===== config.mk =====
export PLATFORM = sky130hd
export DESIGN_NAME = pgate_top
export DESIGN_NICKNAME = d
export VERILOG_FILES = /design/src/design/pgate_pkg.sv /design/src/design/pgate_gate_if.sv /design/src/design/pgate_gate_reg.sv /design/src/design/pgate_en_stage.sv /design/src/design/pgate_top.sv
export SDC_FILE = /design/constraint.sdc
export NUM_CORES = 1
export LEC_CHECK = 0
export ABC_AREA = 1
export ABC_CLOCK_PERIOD_IN_PS = 1740
export BUFFER_PORTS_ARGS = -buffer_cell sky130_fd_sc_hd__buf_2
export CAP_MARGIN = 30
export CORE_ASPECT_RATIO = 1.2
export CORE_MARGIN = 5
export CORE_UTILIZATION = 51
export CTS_CLUSTER_SIZE = 16
export DETAILED_ROUTE_END_ITERATION = 10
export GPL_ROUTABILITY_DRIVEN = 0
export GPL_TIMING_DRIVEN = 0
export PLACE_DENSITY = 0.84
export SLEW_MARGIN = 20
export SYNTH_ARGS = -nofsm -noshare
export SYNTH_HDL_FRONTEND = slang
export SYNTH_SLANG_ARGS = --single-unit

===== constraint.sdc =====
create_clock -name core_clk -period 1.74 [get_ports core_clk]
set_clock_uncertainty 0.1 [all_clocks]
set_input_delay 0.087 -clock core_clk [delete_from_list [all_inputs] [get_ports core_clk]]
set_output_delay 0.087 -clock core_clk [all_outputs]
set_load 0.03 [all_outputs]

===== src/design/pgate_pkg.sv =====
// Purpose: Shared constants for the peripheral clock gating registers
// Assumes: Classic Wishbone slave, 32-bit data, registers in the low 16 bits
// Notes: Register offsets are byte addresses on the bus
package pgate_pkg;
	// ==========================================================
	// Bus geometry
	localparam int PGATE_ADR_W = 4;
	localparam int PGATE_DAT_W = 32;
	localparam int PGATE_REG_W = 16;
	localparam logic [3:0] PGATE_OFS_FIRST = 4'h0;
	localparam logic [3:0] PGATE_OFS_SECOND = 4'h4;
	// ==========================================================
	// Implemented bits and reset values
	localparam logic [15:0] PGATE_IMPL_FIRST = 16'hf8fb;
	localparam logic [15:0] PGATE_IMPL_SECOND = 16'hc30f;
	localparam logic [15:0] PGATE_RST_VAL = 16'h0000;
	// ==========================================================
	// Field positions, first register
	localparam int PGATE_TIMER5_OFF = 15;
	localparam int PGATE_TIMER4_OFF = 14;
	localparam int PGATE_TIMER3_OFF = 13;
	localparam int PGATE_TIMER2_OFF = 12;
	localparam int PGATE_TIMER1_OFF = 11;
	localparam int PGATE_I2C_PORT_OFF = 7;
	localparam int PGATE_UART_B_OFF = 6;
	localparam int PGATE_UART_A_OFF = 5;
	localparam int PGATE_SPI_B_OFF = 4;
	localparam int PGATE_SPI_A_OFF = 3;
	localparam int PGATE_CAN_CTRL_OFF = 1;
	localparam int PGATE_ADC_OFF = 0;
	// ==========================================================
	// Field positions, second register
	localparam int PGATE_CAPTURE8_OFF = 15;
	localparam int PGATE_CAPTURE7_OFF = 14;
	localparam int PGATE_CAPTURE2_OFF = 9;
	localparam int PGATE_CAPTURE1_OFF = 8;
	localparam int PGATE_COMPARE4_OFF = 3;
	localparam int PGATE_COMPARE3_OFF = 2;
	localparam int PGATE_COMPARE2_OFF = 1;
	localparam int PGATE_COMPARE1_OFF = 0;
	// ==========================================================
	// Timing: gating change lands one instruction cycle after the write
	localparam int PGATE_APPLY_CYCLES = 1;
endpackage


===== src/design/pgate_gate_if.sv =====
// Purpose: Carrier between the bus slave, a gating register and its enable stage
// Assumes: One clock
// Notes: One instance per gating register
`timescale 1ns/10ps
interface pgate_gate_if;
	logic wr_en;
	logic [15:0] wr_data;
	logic [15:0] wr_mask;
	logic [15:0] rd_data;
	logic [15:0] clk_en;
	modport ctl (output wr_en, output wr_data, output wr_mask, input rd_data, input clk_en);
	modport store (input wr_en, input wr_data, input wr_mask, output rd_data);
	modport gate (input rd_data, output clk_en);
endinterface


===== src/design/pgate_gate_reg.sv =====
// Purpose: One 16-bit gating register with lane masked write
// Assumes: Write strobe is one cycle wide
// Notes: Unimplemented bits are never stored
`timescale 1ns/10ps
module pgate_gate_reg import pgate_pkg::*; #(
	parameter logic [15:0] IMPL_MASK = 16'hffff
) (
	input wire logic core_clk,
	input wire logic nrst,
	pgate_gate_if.store gif
);
	logic [15:0] bits_q;
	// ==========================================================
	// Storage
	always_ff @(posedge core_clk) begin
		if (!nrst) begin
			bits_q <= PGATE_RST_VAL;
		end else if (gif.wr_en) begin
			bits_q <= ((bits_q & ~gif.wr_mask) | (gif.wr_data & gif.wr_mask)) & IMPL_MASK;
		end
	end
	assign gif.rd_data = bits_q & IMPL_MASK;
endmodule


===== src/design/pgate_en_stage.sv =====
// Purpose: Registered clock enables derived from one gating register
// Assumes: Peripherals gate their clock with a latch cell fed by these enables
// Notes: Registered so the enables never glitch mid-cycle
`timescale 1ns/10ps
module pgate_en_stage import pgate_pkg::*; #(
	parameter logic [15:0] IMPL_MASK = 16'hffff,
	parameter logic [15:0] PRESENT_MASK = 16'hffff
) (
	input wire logic core_clk,
	input wire logic nrst,
	pgate_gate_if.gate gif
);
	logic [15:0] en_q;
	// ==========================================================
	// Enable register, one cycle behind the gating bits
	always_ff @(posedge core_clk) begin
		if (!nrst) begin
			en_q <= IMPL_MASK & PRESENT_MASK;
		end else begin
			en_q <= ~gif.rd_data & IMPL_MASK & PRESENT_MASK;
		end
	end
	assign gif.clk_en = en_q;
endmodule


===== src/design/pgate_top.sv =====
// Purpose: Peripheral clock gating registers behind a classic Wishbone slave
// Assumes: core_clk at 10 MHz; one cycle stands for one instruction cycle
// Notes: Enables are active high; a low enable means stopped clock and held reset
// Function
// - First register bits 15..11 stop timers five to one; one stops, zero runs.
// - First register bits 7..3 stop I2C, UART B, UART A, SPI B, SPI A.
// - First register bit 1 stops CAN controller, bit 0 stops the ADC.
// - Second register bits 15,14,9,8 stop capture channels 8,7,2,1.
// - Second register bits 3..0 stop compare channels four to one.
// - Unused bits ignore writes and read zero.
// - Implemented bits are read/write and reset to zero, all present peripherals enabled.
// - A gating change reaches the peripheral one cycle after the write.
// - A gated peripheral ignores register writes; its reads are undefined.
// - Enable only when the bit is zero and the peripheral exists.
`timescale 1ns/10ps
module pgate_top import pgate_pkg::*; #(
	parameter logic [15:0] PRESENT_FIRST = 16'hf8fb,
	parameter logic [15:0] PRESENT_SECOND = 16'hc30f
) (
	input wire logic core_clk,
	input wire logic nrst,
	input wire logic wb_cyc_i,
	input wire logic wb_stb_i,
	input wire logic wb_we_i,
	input wire logic [PGATE_ADR_W-1:0] wb_adr_i,
	input wire logic [3:0] wb_sel_i,
	input wire logic [PGATE_DAT_W-1:0] wb_dat_i,
	output logic [PGATE_DAT_W-1:0] wb_dat_o,
	output logic wb_ack_o,
	output logic timer5_clk_en,
	output logic timer4_clk_en,
	output logic timer3_clk_en,
	output logic timer2_clk_en,
	output logic timer1_clk_en,
	output logic i2c_port_clk_en,
	output logic uart_b_clk_en,
	output logic uart_a_clk_en,
	output logic spi_b_clk_en,
	output logic spi_a_clk_en,
	output logic can_ctrl_clk_en,
	output logic adc_clk_en,
	output logic capture8_clk_en,
	output logic capture7_clk_en,
	output logic capture2_clk_en,
	output logic capture1_clk_en,
	output logic compare4_clk_en,
	output logic compare3_clk_en,
	output logic compare2_clk_en,
	output logic compare1_clk_en
);
	logic ack_q;
	logic [PGATE_DAT_W-1:0] dat_q;
	logic req;
	logic hit_first;
	logic hit_second;
	logic [15:0] lane_mask;
	logic [15:0] rd_mux;
	pgate_gate_if gif_first ();
	pgate_gate_if gif_second ();

	// ==========================================================
	// Bus decode
	assign req = wb_cyc_i & wb_stb_i;
	assign hit_first = (wb_adr_i == PGATE_OFS_FIRST);
	assign hit_second = (wb_adr_i == PGATE_OFS_SECOND);
	assign lane_mask = {{8{wb_sel_i[1]}}, {8{wb_sel_i[0]}}};

	// Write lands on the edge where the master sees ack, as classic Wishbone expects
	assign gif_first.wr_en = req & wb_we_i & ack_q & hit_first;
	assign gif_first.wr_data = wb_dat_i[15:0];
	assign gif_first.wr_mask = lane_mask;
	assign gif_second.wr_en = req & wb_we_i & ack_q & hit_second;
	assign gif_second.wr_data = wb_dat_i[15:0];
	assign gif_second.wr_mask = lane_mask;

	always_comb begin
		rd_mux = 16'h0000;
		if (hit_first) begin
			rd_mux = gif_first.rd_data;
		end else if (hit_second) begin
			rd_mux = gif_second.rd_data;
		end
	end

	// ==========================================================
	// Ack and read data; unmapped addresses ack and read zero
	always_ff @(posedge core_clk) begin
		if (!nrst) begin
			ack_q <= 1'b0;
		end else begin
			ack_q <= req & ~ack_q;
		end
	end

	always_ff @(posedge core_clk) begin
		if (!nrst) begin
			dat_q <= 32'h00000000;
		end else if (req & ~ack_q) begin
			dat_q <= {16'h0000, rd_mux};
		end
	end

	assign wb_ack_o = ack_q;
	assign wb_dat_o = dat_q;

	// ==========================================================
	// Register and enable stages
	pgate_gate_reg #(
		.IMPL_MASK(PGATE_IMPL_FIRST)
	) u_reg_first (
		.core_clk(core_clk),
		.nrst(nrst),
		.gif(gif_first)
	);

	pgate_gate_reg #(
		.IMPL_MASK(PGATE_IMPL_SECOND)
	) u_reg_second (
		.core_clk(core_clk),
		.nrst(nrst),
		.gif(gif_second)
	);

	// Absent peripherals keep their enable low whatever software writes
	pgate_en_stage #(
		.IMPL_MASK(PGATE_IMPL_FIRST),
		.PRESENT_MASK(PRESENT_FIRST)
	) u_en_first (
		.core_clk(core_clk),
		.nrst(nrst),
		.gif(gif_first)
	);

	pgate_en_stage #(
		.IMPL_MASK(PGATE_IMPL_SECOND),
		.PRESENT_MASK(PRESENT_SECOND)
	) u_en_second (
		.core_clk(core_clk),
		.nrst(nrst),
		.gif(gif_second)
	);

	// ==========================================================
	// Per-peripheral enables; a low enable also blocks its register writes
	assign timer5_clk_en = gif_first.clk_en[PGATE_TIMER5_OFF];
	assign timer4_clk_en = gif_first.clk_en[PGATE_TIMER4_OFF];
	assign timer3_clk_en = gif_first.clk_en[PGATE_TIMER3_OFF];
	assign timer2_clk_en = gif_first.clk_en[PGATE_TIMER2_OFF];
	assign timer1_clk_en = gif_first.clk_en[PGATE_TIMER1_OFF];
	assign i2c_port_clk_en = gif_first.clk_en[PGATE_I2C_PORT_OFF];
	assign uart_b_clk_en = gif_first.clk_en[PGATE_UART_B_OFF];
	assign uart_a_clk_en = gif_first.clk_en[PGATE_UART_A_OFF];
	assign spi_b_clk_en = gif_first.clk_en[PGATE_SPI_B_OFF];
	assign spi_a_clk_en = gif_first.clk_en[PGATE_SPI_A_OFF];
	assign can_ctrl_clk_en = gif_first.clk_en[PGATE_CAN_CTRL_OFF];
	assign adc_clk_en = gif_first.clk_en[PGATE_ADC_OFF];
	assign capture8_clk_en = gif_second.clk_en[PGATE_CAPTURE8_OFF];
	assign capture7_clk_en = gif_second.clk_en[PGATE_CAPTURE7_OFF];
	assign capture2_clk_en = gif_second.clk_en[PGATE_CAPTURE2_OFF];
	assign capture1_clk_en = gif_second.clk_en[PGATE_CAPTURE1_OFF];
	assign compare4_clk_en = gif_second.clk_en[PGATE_COMPARE4_OFF];
	assign compare3_clk_en = gif_second.clk_en[PGATE_COMPARE3_OFF];
	assign compare2_clk_en = gif_second.clk_en[PGATE_COMPARE2_OFF];
	assign compare1_clk_en = gif_second.clk_en[PGATE_COMPARE1_OFF];

	logic past_valid_q;
	always_ff @(posedge core_clk) begin
		if (!nrst) begin
			past_valid_q <= 1'b0;
		end else begin
			past_valid_q <= 1'b1;
		end
	end
endmodule


# After elaboration in Yosys (flattened, before gate mapping)

Index checks and enable logic that the tools add are counted.

Register bits: 57
Input bits: 45

Equality and inequality tests: 1
Multiplexer cells: 2
Bitwise operators: 15
Reduce and logical (&&, ||, !) cells: 1

Operators with widths:

| operator             | number |
|---|---|
| $and A16 B16 Y16     | 3 |
| $not A16 Y16         | 3 |
| $mux W16             | 2 |
| $or A16 B16 Y16      | 2 |
| $and A1 B1 Y1        | 6 |
| $eq A4 B3 Y1 const B | 1 |
| $logic_not A4 Y1     | 1 |
| $not A1 Y1           | 1 |

# Logic depth before layout (Yosys ltp)

Gate-level depths: netlist of the first run.

Depth after elaboration: 4
Depth in mapped cells: 7
Gate-level depth less buffers: 7

# Hierarchy

Synthesis of the first run repeated with hierarchy kept, for this count alone.

Cell total of the unflattened synthesis: 383
Area total of the unflattened synthesis: 2746.4 sq um

By module, submodules not included:

| module                        | instances | cells each | area each (sq um) | sequential area each (sq um) |
|---|---|---|---|---|
| pgate_top                     | 1         | 169        | 1147.4            | 340.3 |
| pgate_gate_reg (u_reg_first)  | 1         | 91         | 569.3             | 240.2 |
| pgate_gate_reg (u_reg_second) | 1         | 67         | 440.4             | 160.2 |
| pgate_en_stage (u_en_first)   | 1         | 30         | 330.3             | 240.2 |
| pgate_en_stage (u_en_second)  | 1         | 26         | 259.0             | 160.2 |

# Worst setup path after synthesis of the first run

No wires, ideal clock.

Kind: reg2reg
Start point: register ack_q (netlist: wb_ack_o)
End point: register (tool-made name)
Arrival: 1191 ps
Required time: 1530 ps
Path slack: 339 ps
Cell stages (with the launch flop): 7
Buffers on the path: 1
Cell sequence: dfxtp_1 nand2_2 nor2_8 buf_6 nand4_1 nand2_1 nor2_1

RTL lines:

| element                | RTL line        | text |
|---|---|---|
| start, declared        | pgate_top.sv:51 | `logic ack_q;` |
| start signal, assigned | pgate_top.sv:91 | `ack_q <= req & ~ack_q;` |

==> impl_metrics.csv, run 1 <==
group,metric,value,unit
clock_tree,cts_tree,"yes",
layout,drive_gt1_frac,0.297,
yosys,postSynthCellCount,311,
clock_tree,cts-root-buf,"clkbuf_8",
yosys,syn_avg_cell_area,7.71,µm²
clock_tree,ctsHtreeMaxLevel,2,
drt,ant_nets,0,
worst_setup_path,reg2reg_from,"wb_ack_o",
grt,antenna_found_initial,0,
worst_setup_path,reg2regPathDepth,6,
power,power.total,2.51,mW
yosys,synthXorXnorAreaFrac,0,
place,hpwlAfterDp,3900,µm
yosys,yosysUniqueCellTypes,21,
grt,grt-ovfl-total,0,
floorplanning,start_util,0.526,
timing,rsz0062_at_grt,"false",
layout,syn2layout_area_growth,24.4,%
worst_setup_path,cp_max_fo,10,
drt,routedWlPerCell,11.3,µm
floorplanning,ios,98,
power,peakVddDrop,0.000432,V
worst_setup_path,cp-startpoint,"wb_ack_o",
grt,grt_max_degree,19,
yosys,synth_compound_area_frac,0.0318,
floorplanning,placementRows,27,
place,io_buffers,61,
drt,via_per_inst,4.58,
yosys,synth_top_family_by_area,"simple AND/OR/NAND/NOR gates",
worst_setup_path,r2r_setup_slack,0.41,ns
yosys,muxShareOfSynthArea,0,
power,power.density,842,mW/mm²
yosys,synthAdderAreaFrac,0,
timing,hold_violations,0,
layout,final_core_util,0.654,
yosys,ys_ff_latch,56,
timing,fin_setup_tns,0,ns
yosys,netlist_area,0.00240,mm²
grt,grt_use_total,0.180,
power,leakagePower,1.49,nW
timing,setup_viol,0,
clock_tree,cts_hold_buf,1,
flow_run,drv_cap,0,
clock_tree,cts_buffers,5,
clock_tree,clk_pin_slew,0.10,ns
clock_tree,clkLatencyLatePin,0.30,ns
grt,grt_pass1_wl,9020,µm
outcome,status,"finished clean",
drt,drc,0,
clock_tree,cts_sinks,56,
layout,n_antenna_cell,0,
drt,wl,5160,µm
clock_tree,clockBufferDepth,2,
clock_tree,cts_resized,0,
worst_setup_path,cp-start-kind,"register",
layout,num-fill-cells,406,
layout,final_nets,441,
yosys,yosys_warnings,0,
clock_tree,cts_setup_buffers,0,
floorplanning,die_h,85.1,µm
floorplanning,core-area,0.00456,mm²
drt,first_iter_violations,157,
timing,min_period,1.33,ns
drt,drt-pass1-iter-count,6,
grt,grt_pass1_vias,2132,
worst_setup_path,end_kind,"register",
floorplanning,fp.dieW,72.6,µm
yosys,synth-simple-area-share,0.311,
timing,drv_slew,0,
timing,timing.fmax,754,MHz
yosys,yosysSeqAreaShare,0.468,
layout,seq_area,0.00112,mm²
layout,multi_input_area,886,µm²
worst_setup_path,crit_type,"reg -> reg",
worst_setup_path,cp.required,1.85,ns
worst_setup_path,worstPathArrival,1.44,ns
floorplanning,die_area,0.00618,mm²
worst_hold_path,worstHoldPathType,"in -> reg",
timing,min_period_over_period,0.762,
drt,via_count,2084,
==> metal layers <==
layer | vias up | global-route usage | wire length [µm]
met4 | 0 | 0.0638 | 100
met5 | - | 0 | 0
met1 | 905 | 0.217 | 2200
met2 | 81 | 0.312 | 2520
li1 | 1084 | - | -
met3 | 14 | 0.0367 | 340
==> power by group <==
group,switching (mW),leakage (nW),total (mW),internal (mW)
combinational,0.150,0.974,0.226,0.0758
clock,0.420,0.0687,0.999,0.579
sequential,0.00205,0.452,1.29,1.28
==> worst max-delay path, stage by stage, from the launching register on <==
cell	delay, ns
dfxtp_1	0.41
nand2_2	0.11
nor2_8	0.17
buf_6	0.17
nand4_1	0.12
nand2_1	0.10
nor2_1	0.04
==> cell families after synthesis <==
group | after synthesis
flops | 56
compound gates | 10
other cells | 1
buf+inv | 93
simple gates | 151
==> cells in the mapped netlist <==
master    number  area share
clkbuf_1       2      0.0031
nand3_1       19       0.040
o21ai_2        7       0.026
nor2_4         3       0.014
nand2_1       71        0.11
buf_1          1      0.0016
buf_6          2      0.0094
o21ai_0        3      0.0063
nor2_8         2       0.017
nand3_2        3       0.013
inv_1         60       0.094
inv_2          1      0.0016
nor2_1        25       0.039
conb_1         1      0.0016
nand3_4        1      0.0073
buf_4         20       0.063
nand4_1       24       0.063
buf_2          5       0.010
dfxtp_1       56        0.47
inv_4          2      0.0052
nand2_2        3      0.0078
==> cell type report <==
class                      count  share of cell area
multi-input combinational    178               0.297
sequential                    56               0.376
buffer                        30              0.0701
tap                           58              0.0243
clock buffer                   5              0.0231
timing repair buffer          62               0.106
inverter                      63              0.0810
clock inverter                 3              0.0231
==> worst min path at each step <==
| stage | startpoint | to | slack, ns | cells after the start |
|---|---|---|---|---|
| after global routing | wb_dat_i[3] | register | 0.04 | 5 |
| after detailed placement | register | u_en_first.gif.clk_en[14] | 0.29 | 1 |
| after global placement | register | u_en_first.gif.clk_en[14] | 0.28 | 1 |
| after CTS | wb_dat_i[9] | register | 0.01 | 5 |
| final | wb_dat_i[5] | register | 0.008 | 5 |
| after floorplan | nrst | wb_ack_o | 0.14 | 2 |
==> cell usage in the layout, fill, tap and decap left out <==
| cell type | netlist | routed |
|---|---|---|
| buf_1 | 1 | 1 |
| buf_2 | 5 | 66 |
| buf_4 | 20 | 20 |
| buf_6 | 2 | 2 |
| bufinv_16 | 0 | 2 |
| clkbuf_1 | 2 | 2 |
| clkbuf_8 | 0 | 5 |
| conb_1 | 1 | 17 |
| dfxtp_1 | 56 | 56 |
| dlygate4sd3_1 | 0 | 1 |
| inv_1 | 60 | 60 |
| inv_2 | 1 | 1 |
| inv_4 | 2 | 2 |
| inv_6 | 0 | 1 |
| nand2_1 | 71 | 71 |
| nand2_2 | 3 | 3 |
| nand3_1 | 19 | 19 |
| nand3_2 | 3 | 3 |
| nand3_4 | 1 | 1 |
| nand4_1 | 24 | 24 |
| nor2_1 | 25 | 25 |
| nor2_4 | 3 | 3 |
| nor2_8 | 2 | 2 |
| o21ai_0 | 3 | 3 |
| o21ai_2 | 7 | 7 |
==> through the flow <==
stage / instance area (µm²) / setup WS (ns) / std cells / hold slack [ns]
CTS: 2980 / 0.401 / 455 / 0.0103
floorplan: 2460 / 0.339 / 327 / 0.139
detailed placement: 2840 / 0.475 / 446 / 0.286
global route: 2980 / 0.309 / 455 / 0.0398
global placement: 2840 / 0.496 / 446 / 0.282
finish: 2980 / 0.414 / 455 / 0.00809
Note: power is estimated with default switching activity, not from simulation.
==> run 2: changes to the inputs <==
--- a/config.mk
+++ b/config.mk
@@ -5,18 +5,18 @@
 export SDC_FILE = /design/constraint.sdc
 export NUM_CORES = 1
 export LEC_CHECK = 0
-export ABC_AREA = 1
-export ABC_CLOCK_PERIOD_IN_PS = 1740
+export ABC_AREA = 0
+export ABC_CLOCK_PERIOD_IN_PS = 1370
 export BUFFER_PORTS_ARGS = -buffer_cell sky130_fd_sc_hd__buf_2
 export CAP_MARGIN = 30
 export CORE_ASPECT_RATIO = 1.2
 export CORE_MARGIN = 5
-export CORE_UTILIZATION = 51
+export CORE_UTILIZATION = 45
 export CTS_CLUSTER_SIZE = 16
 export DETAILED_ROUTE_END_ITERATION = 10
 export GPL_ROUTABILITY_DRIVEN = 0
 export GPL_TIMING_DRIVEN = 0
-export PLACE_DENSITY = 0.84
+export PLACE_DENSITY = 0.78
 export SLEW_MARGIN = 20
 export SYNTH_ARGS = -nofsm -noshare
 export SYNTH_HDL_FRONTEND = slang
==> constraint.sdc (replaced) <==
create_clock -name core_clk -period 1.37 [get_ports core_clk]
set_clock_uncertainty 0.1 [all_clocks]
set_input_delay 0.0685 -clock core_clk [delete_from_list [all_inputs] [get_ports core_clk]]
set_output_delay 0.0685 -clock core_clk [all_outputs]
set_load 0.03 [all_outputs]
==> run 2 against run 1 <==
Net effect:
- via count fell by 21%
- synthesized cell count decreased by 35%
- synthesized area fell by 14%
- register-to-register slack worse by 0.35 ns
- critical path depth fell by 2
- sequential cell count stayed put
- global-route usage shrank 1.7 points
- setup slack got worse by 0.35 ns
- total power up 12%
- first-iteration DRC count is 34% lower
- largest cell class unchanged
- largest power group unchanged
==> impl_metrics.csv, run 2 <==
group,metric,value,unit
power,power.density,1010,mW/mm²
yosys,synthTopCellsByCount,"dfxtp_1 (56), nand2_1 (50), mux2i_1 (20)",
yosys,yosysTopAreaCellShare,0.546,
layout,final_core_util,0.619,
drt,wl,4670,µm
floorplanning,ios,98,
worst_setup_path,crit_path_max_incr_delay,0.35,ns
worst_setup_path,reg2regPathDepth,4,
worst_setup_path,crit_type,"reg -> reg",
yosys,syn_avg_cell_area,10.2,µm²
layout,n_antenna_cell,0,
timing,slew_headroom,0.501,
yosys,synth.most_common_cell,"dfxtp_1",
yosys,synth_edf_count,0,
drt,via_count,1649,
worst_setup_path,cp_max_fo,4,
grt,grt_max_degree,19,
floorplanning,start_util,0.457,
worst_setup_path,reg2reg_from,"wb_ack_o",
layout,drive_gt1_frac,0.347,
layout,mostFrequentLayoutCells,"buf_2 (59), dfxtp_1 (55), nand2_1 (50)",
drt,ant_nets,0,
yosys,yosys_warnings,0,
drt,first_iter_violations,103,
layout,layout_commonest_cell,"buf_2",
timing,min_period_over_period,0.953,
layout,syn2layout_area_growth,35.5,%
power,peakVddDrop,0.000720,V
clock_tree,clockBufferDepth,2,
clock_tree,cts_buffers,5,
power,leakagePower,1.32,nW
floorplanning,die_area,0.00602,mm²
worst_setup_path,cp_slowest_cell,"dfxtp_2",
clock_tree,ctsHtreeMaxLevel,2,
layout,stdcell_area,0.00278,mm²
outcome,status,"finished clean",
grt,antenna_found_initial,0,
timing,tightest_slew,0.743,ns
place,placed_area,0.00248,mm²
grt,grt-ovfl-total,0,
floorplanning,die_h,84.0,µm
worst_setup_path,cp-startpoint,"wb_ack_o",
worst_setup_path,r2r_setup_slack,0.06,ns
yosys,yosysSeqAreaShare,0.546,
yosys,ys_ff_latch,56,
yosys,synthTopCellsByArea,"dfxtp_1 (55%), mux2i_1 (9.8%), nand2_1 (9.1%), buf_4 (6.2%), a21boi_0 (5.5%)",
grt,grt_pass1_wl,7760,µm
clock_tree,clkLatencyLatePin,0.30,ns
drt,routedWlPerCell,12.9,µm
timing,setup_viol,0,
drt,via_per_inst,4.57,
yosys,postSynthCellCount,201,
drt,drt-pass1-iter-count,4,
worst_setup_path,cp-start-kind,"register",
floorplanning,placementRows,27,
timing,rsz0062_at_grt,"false",
grt,grt_pass1_vias,1679,
timing,hold_violations,0,
timing,min_period,1.31,ns
timing,timing.fmax,766,MHz
drt,drc,0,
worst_hold_path,worstHoldPathType,"in -> reg",
flow_run,drv_cap,0,
clock_tree,cts_sinks,56,
timing,drv_slew,0,
clock_tree,cts_tree,"yes",
yosys,synth-main-ff-cell,"dfxtp_1",
timing,holdWs,0.0193,ns
grt,grt_use_total,0.163,
floorplanning,fp.dieW,71.6,µm
yosys,netlist_area,0.00205,mm²
worst_setup_path,worstPathArrival,1.44,ns
yosys,async_reset_ff_frac,0,
yosys,yosysUniqueCellTypes,19,
place,io_buffers,59,
worst_setup_path,path_cells,"and4_1 > clkbuf_2 > nand3_2 > mux2i_1",
floorplanning,core-area,0.00449,mm²
power,power.total,2.81,mW
worst_setup_path,cp.required,1.51,ns
place,hpwlAfterDp,3340,µm
layout,final_nets,347,
worst_setup_path,end_kind,"register",
clock_tree,clk_pin_slew,0.10,ns
clock_tree,cts-root-buf,"clkbuf_8",
yosys,yosysTopAreaCell,"dfxtp_1",
-- run 2: changes by cell type after synthesis, moves of 7 or more --
cell,previous run,this run
inv_1,60,0
nor2_1,25,0
nand4_1,24,0
nand2_1,71,50
mux2i_1,0,20
a21boi_0,0,15
clkbuf_1,2,9
o21ai_2,7,0
-- run 2: worst min-delay path by stage --
stage,from,to,slack (ns),cells past startpoint
after detailed placement,wb_dat_i[7],register,0.22,3
after global routing,wb_sel_i[1],register,0.03,3
after CTS,wb_sel_i[1],register,0.02,3
after floorplan,wb_dat_i[4],register,0.11,2
after global placement,wb_dat_i[11],register,0.21,3
final,wb_sel_i[1],register,0.02,3
-- run 2: final cells by class --
class | instances | area [µm²]
tap | 58 | 72.6
clock inverter | 3 | 22.5
buffer | 27 | 185
sequential | 56 | 1120
clock buffer | 5 | 68.8
timing repair buffer | 79 | 485
multi-input combinational | 133 | 825
fill | 394 | 1710
-- run 2: logic make-up after synthesis --
group,Yosys count,share of synthesized area
and+or+nand+nor,76,0.185
DFF,56,0.546
buffers and inverters,28,0.0866
muxes,25,0.125
AOI/OAI and AO/OA,15,0.0549
other,1,0.00183
-- run 2: layer usage --
| metal | vias to the layer above | GRT usage | share of wire |
|---|---|---|---|
| li1 | 839 | - | - |
| met1 | 755 | 0.188 | 0.41 |
| met2 | 51 | 0.284 | 0.51 |
| met3 | 4 | 0.0458 | 0.068 |
| met4 | 0 | 0.0547 | 0.0098 |
| met5 | - | 0 | 0 |
-- run 2: repair_timing --
action | CTS | global route
buffers inserted | 0 | 4
hold endpoints to repair | 21 | 0
gates resized for setup | 5 | 2
setup endpoints to repair | 20 | 14
hold buffers | 16 | 0
-- run 2: through the flow --
stage / cells / worst slack (ns) / setup TNS [ns]
3_5_place_dp: 334 / -0.211 / -5.86
5_1_grt: 361 / 0.00653 / 0
3_3_place_gp: 334 / -0.220 / -5.68
6_report: 361 / 0.0650 / 0
2_1_floorplan: 217 / 0.0161 / 0
4_1_cts: 357 / 0.0375 / 0
-- run 2: worst max-delay path, delay by kind of cell, from the launching register on --
family,cells,cell delay (ns)
buffers and inverters,1,0.21
muxes,1,0.22
and+or+nand+nor,2,0.36
DFF,1,0.35
-- run 2: where the power goes --
group	internal, mW	switching (mW)
clock	0.367	0.528
combinational	0.125	0.162
sequential	1.63	0.00104
total	2.12	0.692
